## src/common/rmsp_pkg.sv

```systemverilog
// Purpose: shared constants of the radio modem serial port
// Assumes: 250 MHz core clock
// Notes:   cycle counts derive from the times and rates below
package rmsp_pkg;
   localparam int CLK_HZ       = 250_000_000;
   localparam int CFG_BAUD     = 2400;
   localparam int OVS          = 16;
   localparam int TX_ON_MS     = 50;
   localparam int RX_SETTLE_MS = 50;
   localparam int CFG_TICK_CYC = CLK_HZ / (CFG_BAUD * OVS);
   localparam int TX_ON_CYC    = (CLK_HZ / 1000) * TX_ON_MS;
   localparam int SETTLE_CYC   = (CLK_HZ / 1000) * RX_SETTLE_MS;
   localparam int CNT_W        = 24;
   localparam int CH_W         = 7;
   localparam int N_W          = 16;
   localparam int TBL_DEPTH    = 128;
   localparam int FRM_W        = 18;
   localparam int PIN_W        = 8;
   localparam int P_FORCE      = 3;
   localparam int P_GATE       = 4;
   localparam int P_CFG        = 5;
   localparam int P_RXB        = 6;
   localparam int P_CAR        = 7;
   localparam logic [PIN_W-1:0] PIN_RST = 8'h7F;
   localparam logic [1:0] FRM_SYNC  = 2'h2;
   localparam logic [7:0] CMD_MODEM = 8'h80;
   localparam logic [7:0] CMD_PAR   = 8'h81;
   localparam logic [7:0] ADDR_MODE = 8'h00;
   localparam logic [7:0] ADDR_CHAN = 8'h04;
   localparam logic [7:0] ADDR_TIDX = 8'h08;
   localparam logic [7:0] ADDR_TDAT = 8'h0C;
   localparam logic [7:0] ADDR_STAT = 8'h10;
   localparam int ST_ACT_LSB = 8;
   localparam logic [1:0] RESP_OK  = 2'h0;
   localparam logic [1:0] RESP_ERR = 2'h2;
endpackage

```

## src/verilog/rmsp_modem.sv

```systemverilog
// Purpose: serial modem port of a half duplex radio module
// Assumes: radio front end takes key, coded bits; gives bits, carrier
// Notes:   AXI4-Lite slave for mode, channel and channel table
//
// Our own choices: the register addresses and register access over AXI4-Lite.
`timescale 1ns/1ps
`default_nettype none

module rmsp_uart_rx
   import rmsp_pkg::*;
#(
   parameter int TICK = CFG_TICK_CYC
) (
   input  wire logic       clk_i,
   input  wire logic       sys_rst_i,
   input  wire logic       line_i,
   output logic [7:0]      data_o,
   output logic            valid_o
);
   typedef enum logic [1:0] {RX_IDLE, RX_START, RX_DATA, RX_STOP} rmsp_rx_t;
   rmsp_rx_t         st_q;
   logic [CNT_W-1:0] tcnt_q;
   logic [3:0]       scnt_q;
   logic [2:0]       bitn_q;
   logic [7:0]       sh_q;
   logic             tick;

   assign tick = (tcnt_q == CNT_W'(TICK - 1));

   always_ff @(posedge clk_i or posedge sys_rst_i) begin
      if (sys_rst_i) begin
         tcnt_q <= '0;
      end else begin
         tcnt_q <= tick ? '0 : tcnt_q + 1'b1;
      end
   end

   // leading edge of start, then centre sampling at 16 ticks a bit
   always_ff @(posedge clk_i or posedge sys_rst_i) begin
      if (sys_rst_i) begin
         st_q    <= RX_IDLE;
         scnt_q  <= '0;
         bitn_q  <= '0;
         sh_q    <= '0;
         data_o  <= '0;
         valid_o <= 1'b0;
      end else begin
         valid_o <= 1'b0;
         if (tick) begin
            scnt_q <= scnt_q + 1'b1;
            unique case (st_q)
               RX_IDLE: begin
                  scnt_q <= '0;
                  if (!line_i) begin
                     st_q <= RX_START;
                  end
               end
               RX_START: begin
                  if (scnt_q == 4'h7) begin
                     scnt_q <= '0;
                     bitn_q <= '0;
                     st_q   <= line_i ? RX_IDLE : RX_DATA;
                  end
               end
               RX_DATA: begin
                  if (scnt_q == 4'hF) begin
                     sh_q   <= {line_i, sh_q[7:1]};
                     bitn_q <= bitn_q + 1'b1;
                     if (bitn_q == 3'h7) begin
                        st_q <= RX_STOP;
                     end
                  end
               end
               RX_STOP: begin
                  if (scnt_q == 4'hF) begin
                     st_q    <= RX_IDLE;
                     data_o  <= sh_q;
                     valid_o <= line_i;
                  end
               end
            endcase
         end
      end
   end
endmodule // rmsp_uart_rx

// Operation
// - key transmitter whenever serial data arrives
// - coded radio frames; only valid characters output
// - force pin low gives constant transmit
// - modem input read with true polarity
// - modem output driven inverted
// - carrier gating only while enable pin low
// - modem uses serial channel; select pins carry data
// - modem rate is half configuration rate
// - transmit starts after 50 ms switch-on time
// - receive output held idle 50 ms after reset
// - outside modem mode inverted pins choose channel
// - squelch flag low while carrier, else released
// - user channel table of 128 entries
// - configuration port at 2400 baud, 8N1
// - modem command enables modem on serial channel
// - parallel command disables modem, pins select channel
module rmsp_modem
   import rmsp_pkg::*;
#(
   parameter int CFG_TICK = CFG_TICK_CYC,
   parameter int TX_ON    = TX_ON_CYC,
   parameter int SETTLE   = SETTLE_CYC
) (
   input  wire logic        clk_i,
   input  wire logic        sys_rst_i,
   input  wire logic        s_axi_awvalid_i,
   output logic             s_axi_awready_o,
   input  wire logic [7:0]  s_axi_awaddr_i,
   input  wire logic        s_axi_wvalid_i,
   output logic             s_axi_wready_o,
   input  wire logic [31:0] s_axi_wdata_i,
   input  wire logic [3:0]  s_axi_wstrb_i,
   output logic             s_axi_bvalid_o,
   input  wire logic        s_axi_bready_i,
   output logic [1:0]       s_axi_bresp_o,
   input  wire logic        s_axi_arvalid_i,
   output logic             s_axi_arready_o,
   input  wire logic [7:0]  s_axi_araddr_i,
   output logic             s_axi_rvalid_o,
   input  wire logic        s_axi_rready_i,
   output logic [31:0]      s_axi_rdata_o,
   output logic [1:0]       s_axi_rresp_o,
   input  wire logic        force_transmit_n_i,
   input  wire logic        carrier_gate_enable_n_i,
   input  wire logic        config_serial_in_i,
   input  wire logic [2:0]  channel_select_n_i,
   output logic [2:0]       channel_select_n_o,
   output logic [2:0]       channel_select_n_oe_n_o,
   output logic             squelch_flag_o,
   output logic             squelch_flag_oe_n_o,
   output logic             radio_tx_key_o,
   output logic             radio_tx_bit_o,
   input  wire logic        radio_rx_bit_i,
   input  wire logic        radio_carrier_i,
   output logic [N_W-1:0]   synth_n_o
);
   localparam int MDM_TICK = 2 * CFG_TICK;
   localparam int MDM_BIT  = OVS * MDM_TICK;
   localparam logic [CNT_W-1:0] BIT_END = CNT_W'(MDM_BIT - 1);
   localparam logic [CNT_W-1:0] BIT_MID = CNT_W'(MDM_BIT / 2);
   localparam logic [CNT_W-1:0] TX_ON_C = CNT_W'(TX_ON);
   localparam logic [CNT_W-1:0] SET_C   = CNT_W'(SETTLE);

   function automatic logic code_ok(input logic [FRM_W-1:0] f);
      return (f[FRM_W-1 -: 2] == FRM_SYNC) && (f[15:8] == ~f[7:0]);
   endfunction

   function automatic logic [31:0] mrg(input logic [31:0] o, input logic [31:0] n,
                                       input logic [3:0] s);
      return (n & {{8{s[3]}}, {8{s[2]}}, {8{s[1]}}, {8{s[0]}}})
           | (o & ~{{8{s[3]}}, {8{s[2]}}, {8{s[1]}}, {8{s[0]}}});
   endfunction

   logic [PIN_W-1:0] pin_raw, s1_q, s2_q, s3_q, pin_f_q;
   logic             aw_q, w_q, bvalid_q, rvalid_q, wr_now;
   logic [7:0]       awaddr_q;
   logic [31:0]      wdata_q, rd_w, rdata_q;
   logic [31:0]      mode_m, chan_m, tidx_m, tdat_m;
   logic [3:0]       wstrb_q;
   logic [1:0]       bresp_q, rresp_q;
   logic             rd_ok, wr_ok;
   logic             modem_q;
   logic [CH_W-1:0]  ser_ch_q, tidx_q, act_ch;
   logic [N_W-1:0]   tbl [TBL_DEPTH];
   logic             cfg_v, mrx_v, modem_serial_in;
   logic [7:0]       cfg_d, mrx_d, hold_q;
   logic             pend_q, busy_q, key_q, tx_ready;
   logic [CNT_W-1:0] warm_q, btim_q, rtim_q, otim_q, sett_q;
   logic [FRM_W-1:0] sh_q, rsh_q;
   logic [4:0]       bcnt_q;
   logic             rs_q, hit, settled, obusy_q, sq_oe_n_q;
   logic [9:0]       osh_q;
   logic [3:0]       ocnt_q;

   // three-stage pin synchronisers, change taken when stages 2 and 3 agree
   assign pin_raw = {radio_carrier_i, radio_rx_bit_i, config_serial_in_i,
                     carrier_gate_enable_n_i, force_transmit_n_i, channel_select_n_i};

   always_ff @(posedge clk_i or posedge sys_rst_i) begin
      if (sys_rst_i) begin
         s1_q    <= PIN_RST;
         s2_q    <= PIN_RST;
         s3_q    <= PIN_RST;
         pin_f_q <= PIN_RST;
      end else begin
         s1_q    <= pin_raw;
         s2_q    <= s1_q;
         s3_q    <= s2_q;
         pin_f_q <= (s2_q & ~(s2_q ^ s3_q)) | (pin_f_q & (s2_q ^ s3_q));
      end
   end

   // AXI4-Lite write: address and data taken in either order
   assign s_axi_awready_o = !aw_q && !bvalid_q;
   assign s_axi_wready_o  = !w_q && !bvalid_q;
   assign s_axi_bvalid_o  = bvalid_q;
   assign s_axi_bresp_o   = bresp_q;
   assign wr_now = aw_q && w_q && !bvalid_q;
   assign wr_ok  = awaddr_q inside {ADDR_MODE, ADDR_CHAN, ADDR_TIDX, ADDR_TDAT, ADDR_STAT};

   always_ff @(posedge clk_i or posedge sys_rst_i) begin
      if (sys_rst_i) begin
         aw_q     <= 1'b0;
         w_q      <= 1'b0;
         bvalid_q <= 1'b0;
         bresp_q  <= RESP_OK;
         awaddr_q <= '0;
         wdata_q  <= '0;
         wstrb_q  <= '0;
      end else begin
         if (s_axi_awvalid_i && s_axi_awready_o) begin
            aw_q     <= 1'b1;
            awaddr_q <= s_axi_awaddr_i;
         end
         if (s_axi_wvalid_i && s_axi_wready_o) begin
            w_q     <= 1'b1;
            wdata_q <= s_axi_wdata_i;
            wstrb_q <= s_axi_wstrb_i;
         end
         if (wr_now) begin
            aw_q     <= 1'b0;
            w_q      <= 1'b0;
            bvalid_q <= 1'b1;
            bresp_q  <= wr_ok ? RESP_OK : RESP_ERR;
         end else if (bvalid_q && s_axi_bready_i) begin
            bvalid_q <= 1'b0;
         end
      end
   end

   // AXI4-Lite read
   assign s_axi_arready_o = !rvalid_q;
   assign s_axi_rvalid_o  = rvalid_q;
   assign s_axi_rdata_o   = rdata_q;
   assign s_axi_rresp_o   = rresp_q;

   always_comb begin
      rd_w  = '0;
      rd_ok = 1'b1;
      unique case (s_axi_araddr_i)
         ADDR_MODE: rd_w[0] = modem_q;
         ADDR_CHAN: rd_w[CH_W-1:0] = ser_ch_q;
         ADDR_TIDX: rd_w[CH_W-1:0] = tidx_q;
         ADDR_TDAT: rd_w[N_W-1:0] = tbl[tidx_q];
         ADDR_STAT: begin
            rd_w[4:0] = {settled, tx_ready, key_q, pin_f_q[P_CAR], modem_q};
            rd_w[ST_ACT_LSB +: CH_W] = act_ch;
         end
         default: rd_ok = 1'b0;
      endcase
   end

   always_ff @(posedge clk_i or posedge sys_rst_i) begin
      if (sys_rst_i) begin
         rvalid_q <= 1'b0;
         rdata_q  <= '0;
         rresp_q  <= RESP_OK;
      end else if (s_axi_arvalid_i && s_axi_arready_o) begin
         rvalid_q <= 1'b1;
         rdata_q  <= rd_w;
         rresp_q  <= rd_ok ? RESP_OK : RESP_ERR;
      end else if (rvalid_q && s_axi_rready_i) begin
         rvalid_q <= 1'b0;
      end
   end

   // configuration port at 2400 baud
   rmsp_uart_rx #(.TICK(CFG_TICK)) u_cfg_rx (
      .clk_i     (clk_i),
      .sys_rst_i (sys_rst_i),
      .line_i    (pin_f_q[P_CFG]),
      .data_o    (cfg_d),
      .valid_o   (cfg_v)
   );

   // byte-merged write words, narrow registers sit in the low bits
   assign mode_m = mrg({31'h0, modem_q}, wdata_q, wstrb_q);
   assign chan_m = mrg({25'h0, ser_ch_q}, wdata_q, wstrb_q);
   assign tidx_m = mrg({25'h0, tidx_q}, wdata_q, wstrb_q);
   assign tdat_m = mrg({16'h0, tbl[tidx_q]}, wdata_q, wstrb_q);

   // mode and serial channel; bus write beats a same-cycle config byte
   always_ff @(posedge clk_i or posedge sys_rst_i) begin
      if (sys_rst_i) begin
         modem_q  <= 1'b0;
         ser_ch_q <= '0;
         tidx_q   <= '0;
      end else if (wr_now) begin
         if (awaddr_q == ADDR_MODE) begin
            modem_q <= mode_m[0];
         end
         if (awaddr_q == ADDR_CHAN) begin
            ser_ch_q <= chan_m[CH_W-1:0];
         end
         if (awaddr_q == ADDR_TIDX) begin
            tidx_q <= tidx_m[CH_W-1:0];
         end
      end else if (cfg_v) begin
         if (cfg_d == CMD_MODEM) begin
            modem_q <= 1'b1;
         end else if (cfg_d == CMD_PAR) begin
            modem_q <= 1'b0;
         end else if (!cfg_d[7]) begin
            ser_ch_q <= cfg_d[CH_W-1:0];
         end
      end
   end

   // channel table and synthesiser word
   always_ff @(posedge clk_i) begin
      if (wr_now && awaddr_q == ADDR_TDAT) begin
         tbl[tidx_q] <= tdat_m[N_W-1:0];
      end
   end

   // invert the three pins before widening, so the upper bits stay zero
   assign act_ch = modem_q ? ser_ch_q : {4'h0, ~pin_f_q[2:0]};

   always_ff @(posedge clk_i or posedge sys_rst_i) begin
      if (sys_rst_i) begin
         synth_n_o <= '0;
      end else begin
         synth_n_o <= tbl[act_ch];
      end
   end

   // modem input on select pin 0, idle high outside modem mode
   assign modem_serial_in = modem_q ? pin_f_q[0] : 1'b1;

   rmsp_uart_rx #(.TICK(MDM_TICK)) u_mdm_rx (
      .clk_i     (clk_i),
      .sys_rst_i (sys_rst_i),
      .line_i    (modem_serial_in),
      .data_o    (mrx_d),
      .valid_o   (mrx_v)
   );

   // keying and switch-on delay
   assign tx_ready = (warm_q == TX_ON_C);

   always_ff @(posedge clk_i or posedge sys_rst_i) begin
      if (sys_rst_i) begin
         key_q  <= 1'b0;
         warm_q <= '0;
      end else begin
         key_q <= !pin_f_q[P_FORCE] || pend_q || busy_q;
         if (!key_q) begin
            warm_q <= '0;
         end else if (!tx_ready) begin
            warm_q <= warm_q + 1'b1;
         end
      end
   end

   assign radio_tx_key_o = key_q;
   assign radio_tx_bit_o = sh_q[FRM_W-1];

   // one character held; a newer one overwrites it, arrival wins over load
   always_ff @(posedge clk_i or posedge sys_rst_i) begin
      if (sys_rst_i) begin
         pend_q <= 1'b0;
         hold_q <= '0;
      end else if (mrx_v) begin
         pend_q <= 1'b1;
         hold_q <= mrx_d;
      end else if (tx_ready && !busy_q) begin
         pend_q <= 1'b0;
      end
   end

   // coded frame: sync, byte, complement
   always_ff @(posedge clk_i or posedge sys_rst_i) begin
      if (sys_rst_i) begin
         busy_q <= 1'b0;
         sh_q   <= '1;
         bcnt_q <= '0;
         btim_q <= '0;
      end else if (!busy_q) begin
         if (tx_ready && pend_q) begin
            busy_q <= 1'b1;
            sh_q   <= {FRM_SYNC, hold_q, ~hold_q};
            bcnt_q <= '0;
            btim_q <= '0;
         end
      end else if (btim_q == BIT_END) begin
         btim_q <= '0;
         sh_q   <= {sh_q[FRM_W-2:0], 1'b1};
         bcnt_q <= bcnt_q + 1'b1;
         busy_q <= (bcnt_q != 5'(FRM_W - 1));
      end else begin
         btim_q <= btim_q + 1'b1;
      end
   end

   // radio receive: sample mid bit, match coded frames only
   always_ff @(posedge clk_i or posedge sys_rst_i) begin
      if (sys_rst_i) begin
         rtim_q <= '0;
         rs_q   <= 1'b0;
         rsh_q  <= '1;
      end else begin
         rtim_q <= (rtim_q == BIT_END) ? '0 : rtim_q + 1'b1;
         rs_q   <= (rtim_q == BIT_MID);
         if (hit) begin
            rsh_q <= '1;
         end else if (rs_q) begin
            rsh_q <= {rsh_q[FRM_W-2:0], pin_f_q[P_RXB]};
         end
      end
   end

   assign hit = rs_q && code_ok(rsh_q) && modem_q
                && (pin_f_q[P_GATE] || pin_f_q[P_CAR]);

   always_ff @(posedge clk_i or posedge sys_rst_i) begin
      if (sys_rst_i) begin
         sett_q <= '0;
      end else if (!settled) begin
         sett_q <= sett_q + 1'b1;
      end
   end

   assign settled = (sett_q == SET_C);

   // modem output character, start low, LSB first
   always_ff @(posedge clk_i or posedge sys_rst_i) begin
      if (sys_rst_i) begin
         obusy_q <= 1'b0;
         osh_q   <= '1;
         ocnt_q  <= '0;
         otim_q  <= '0;
      end else if (!obusy_q) begin
         if (hit && settled) begin
            obusy_q <= 1'b1;
            osh_q   <= {1'b1, rsh_q[15:8], 1'b0};
            ocnt_q  <= '0;
            otim_q  <= '0;
         end
      end else if (otim_q == BIT_END) begin
         otim_q  <= '0;
         osh_q   <= {1'b1, osh_q[9:1]};
         ocnt_q  <= ocnt_q + 1'b1;
         obusy_q <= (ocnt_q != 4'h9);
      end else begin
         otim_q <= otim_q + 1'b1;
      end
   end

   assign channel_select_n_o      = {1'b1, ~osh_q[0], 1'b1};
   assign channel_select_n_oe_n_o = {1'b1, !modem_q, 1'b1};

   always_ff @(posedge clk_i or posedge sys_rst_i) begin
      if (sys_rst_i) begin
         sq_oe_n_q <= 1'b1;
      end else begin
         sq_oe_n_q <= !pin_f_q[P_CAR];
      end
   end

   assign squelch_flag_o      = 1'b0;
   assign squelch_flag_oe_n_o = sq_oe_n_q;
endmodule // rmsp_modem

`default_nettype wire

```

## config.mk

```make
export PLATFORM = sky130hd
export DESIGN_NAME = rmsp_modem
export DESIGN_NICKNAME = d
export VERILOG_FILES = /design/src/common/rmsp_pkg.sv /design/src/verilog/rmsp_modem.sv
export SDC_FILE = /design/constraint.sdc
export NUM_CORES = 2
export LEC_CHECK = 0
export ABC_CLOCK_PERIOD_IN_PS = 31200
export BUFFER_PORTS_ARGS = -buffer_cell sky130_fd_sc_hd__buf_2
export CORE_MARGIN = 4
export CORE_UTILIZATION = 55
export DETAILED_ROUTE_END_ITERATION = 7
export MAX_ROUTING_LAYER = met4
export PLACE_DENSITY_LB_ADDON = 0.25
export SKIP_CTS_REPAIR_TIMING = 1
export SYNTH_ARGS = -nofsm -noshare
export SYNTH_HDL_FRONTEND = slang
export SYNTH_SLANG_ARGS = --single-unit
```

## constraint.sdc

```tcl
create_clock -name clk_i -period 31.2 [get_ports clk_i]
set_clock_uncertainty 0.2 [all_clocks]
set_input_delay 0 -clock clk_i [delete_from_list [all_inputs] [get_ports clk_i]]
set_output_delay 0 -clock clk_i [all_outputs]
set_load 0.03 [all_outputs]
```

==> results.md <==
| Item | Value | Unit |
| --- | --- | --- |
| Area contributors post-synth | edfxtp_1, dfrtp_1, mux2i_1 | - |
| End of the critical path | tbl[44][9] | - |
| Initial detailed-routing violation count | 16900 | - |
| # H-tree levels | 5 | - |
| Most used flip-flop cell after synthesis | edfxtp_1 | - |
| First-pass GRT wire length | 616000 | µm |
| Static leakage | 0.0439 | µW |
| Remaining global-route overflow | 0 | - |
| Area of placed instances | 0.118 | mm² |
| Design Area, Final | 0.129 | mm² |
| Worst max-slew margin expressed relative to the limit | -0.0776 | - |
| Most utilized layer in the global route result | met2 | - |
| Antenna viol nets, final | 0 | - |
| Register clock-pin slew on the reported worst setup and hold paths | 0.06 | ns |
| Cells on Worst Hold Path | 5 | - |
| CP arrival | 8.18 | ns |
| Reg-to-reg slack, setup | 23.35 | ns |
| Max VDD drop | 0.0000895 | V |
| Endpoint required time on the critical path | 31.53 | ns |
| Worst min path class | input port to flop | - |
| Simple-gate share of the synthesized area | 0.0964 | - |
| Depth of the most critical reg-to-reg path | 12 | - |
| Adder-cell share of the synthesized area | 0.00386 | - |
| Pwr per Cell Area | 84.6 | mW/mm² |
| Status | finished with violations | - |
| Setup Viol. Count Final | 0 | - |
| Vias per Instance | 7.43 | - |
| Total wirelength of the detailed-routed design | 446000 | µm |
| Dominant cell type by area after synthesis | edfxtp_1 | - |
| Buffer type at the clock tree root | clkbuf_16 | - |
| Top post-synthesis cells by count | edfxtp_1, nand2_1, nor2_1 | - |
| Share of Yosys cell area claimed by the top area cell type | 0.536 | - |
| Final Critical Period | 7.85 | ns |
| Number of antenna violations at the first check in global routing | 32 | - |
| Setup total negative slack | 0 | ns |
| Core footprint | 0.207 | mm² |
| Maximum Capacitance Violations | 1 | - |
| Sequential-to-total area share from yosys stat | 0.624 | - |
| Detail Placement HPWL | 258000 | µm |
| Largest net degree at the start of global routing | 159 | - |
| Total via count after detailed routing | 89600 | - |
| Distinct cell type count after synthesis | 96 | - |
| Synth-to-Final Area Change | 12.1 | % |
| Number of I/O port buffers | 92 | - |
| TritonCTS clock tree | built | - |
| Multiplexer share of the synthesized area | 0.0947 | - |
| Worst-path fanout max | 90 | - |
| Reg-to-Reg End | tbl[44][9] | - |
| Worst slew pin tran | 1.61 | ns |
| Source-to-sink clock delay at the later pin of the worst-skew pair | 0.97 | ns |
| Count of warnings emitted by yosys | 0 | - |
| CTS Buf Count | 277 | - |
| Final nets | 9119 | - |
| Portion of the clock cycle consumed by the worst path in the final layout | 0.251 | - |
| CP Launch Type | flop | - |
| Synthesized-area fraction occupied by xor and xnor cells | 0.00939 | - |
| Setup repair after global routing missed its margin | no | - |
| Global routing met3 resource utilization | 0.174 | - |
| Maximum number of buffers from clock root to sink | 4 | - |
| Chip width | 465 | µm |
| Remaining DRCs | 0 | - |
| Total I/O pin count | 134 | - |
| Die outline area | 0.216 | mm² |
| Detailed-routing iteration count for the pre-antenna-repair pass | 8 | - |
| Global-route total usage across every layer | 0.410 | - |
| Number of synthesized register bits | 2447 | - |
| Vias in the first global route | 83900 | - |
| Top-count cell post-synth | edfxtp_1 | - |
| EDFF count, synth | 2048 | - |
| Timing-limited maximum frequency | 127 | MHz |
| Post-synth design cell area | 0.115 | mm² |
| Violations in the final reports | max-capacitance violations, max-slew violations | - |
| Capturing element type of the critical path | flop | - |
| Compound-gate portion of the synthesized area | 0.137 | - |
| Number of pins exceeding their max-slew limit in the final report | 2 | - |
| Global Route met1 Usage | 0.496 | - |
| Placer congestion estimate | 1.04 | - |
| Startpoint-to-endpoint class of the critical path | flop to flop | - |
| Die H | 465 | µm |
| Met2 layer usage reported by global route | 0.558 | - |
| Main combinational cell family by area after synthesis | compound AO/OA/AOI/OAI gates | - |
| Clock sink count | 2447 | - |
| Final Hold Violating Endpoints | 0 | - |
| Post-synthesis async set-or-reset flop share | 0.163 | - |
| WL per Instance | 37.0 | µm |
| Worst hold-check slack | 0.0438 | ns |
| Number of cell rows | 167 | - |
| Mapped Cells | 8912 | - |
| Fraction of layout instances using a drive strength above 1 | 0.157 | - |
| Initial Util | 0.553 | - |
| Average cell area after synthesis | 12.9 | µm² |
## cell usage in the layout (no fill, tap or decap), types with 76 or more instances in the layout
cell	Yosys	routed
a211oi_1	124	124
nor3_1	96	94
a31oi_1	132	131
o21ai_0	323	318
clkbuf_16	0	287
and3_1	185	184
a22oi_1	281	281
mux4_2	164	164
nand3_1	291	291
edfxtp_1	2048	2048
a221oi_1	229	229
a21oi_1	384	383
mux2i_1	432	431
a22o_1	117	117
buf_2	278	92
buf_4	104	308
nand2_1	1127	1124
o22ai_1	76	76
nor2_1	439	357
dfrtp_1	325	320
a311oi_1	151	150
mux2_2	244	235
dlygate4sd3_1	0	120
## per-stage QoR
stage          total power [µW]   util  worst slack [ns]  instances
6_report                  10900  0.620             23.35      12100
5_1_grt                   11000  0.620             23.55      12100
4_1_cts                   10600  0.614             23.88      11900
3_5_place_dp               7450  0.571             23.92      11400
3_3_place_gp               7390  0.571             23.97      11400
2_1_floorplan              6260      -             20.03       8933
## how the worst min path moves through the flow
| stage | end | start |
|---|---|---|
| after floorplan | s1_q[0] | channel_select_n_i[0] |
| after global placement | s1_q[3] | force_transmit_n_i |
| after detailed placement | s1_q[3] | force_transmit_n_i |
| after CTS | s1_q[4] | carrier_gate_enable_n_i |
| after global routing | s1_q[3] | force_transmit_n_i |
| final | s_axi_rdata_o[11] | s_axi_araddr_i[4] |
## metal layers
metal	up-vias	routed length, µm	part of all wire
met5	-	0	0
li1	35200	-	-
met2	8731	185000	0.41
met3	2070	77500	0.17
met4	0	37600	0.084
met1	43600	146000	0.33
## registers in the layout, summed over array words and instances, names as in the netlist, 9 cells and up, named ones only
register / flops
u_cfg_rx.tcnt_q: 24
s_axi_rdata_o: 16
u_mdm_rx.tcnt_q: 24
otim_q: 24
btim_q: 24
sett_q: 24
rsh_q: 18
synth_n_o: 16
osh_q: 9
wdata_q: 16
warm_q: 24
rtim_q: 24
sh_q: 18
tbl: 2048
## worst max-delay path: stages (launching register included)
cell and delay [ns]:
dfrtp_4 0.76, buf_4 0.70, and3b_4 0.46, buf_12 0.40
a22o_1 0.29, a221oi_1 0.24, a31oi_1 0.45, nor4_2 1.02
nand4_1 0.60, nor4_1 1.08, mux2i_4 0.13, buf_4 0.36
buf_4 0.45
## where the power goes
group | total, µW | switching, µW | internal (µW)
clock | 3220 | 1320 | 1900
sequential | 4270 | 61.6 | 4210
combinational | 3380 | 2540 | 844
## cell type report
type	instances	area (µm²)
fill	15400	78700
sequential	2447	71600
multi-input combinational	5678	39900
clock buffer	347	7510
timing repair buffer	539	4330
tap	2788	3490
clock inverter	122	1230
inverter	80	313
antenna	62	155
## cells by family (layout without fill, tap and decap cells)
| logic type | Yosys count | count (layout) |
|---|---|---|
| buffers and inverters | 808 | 1088 |
| and+or+nand+nor | 2436 | 2436 |
| DFF | 2447 | 2447 |
| AOI/OAI and AO/OA | 2211 | 2211 |
| other | 2 | 85 |
| muxes | 848 | 848 |
| adders and majority gates | 37 | 37 |
| xor gates and xnor gates | 123 | 123 |
Note: power is estimated with default switching activity, not from simulation.
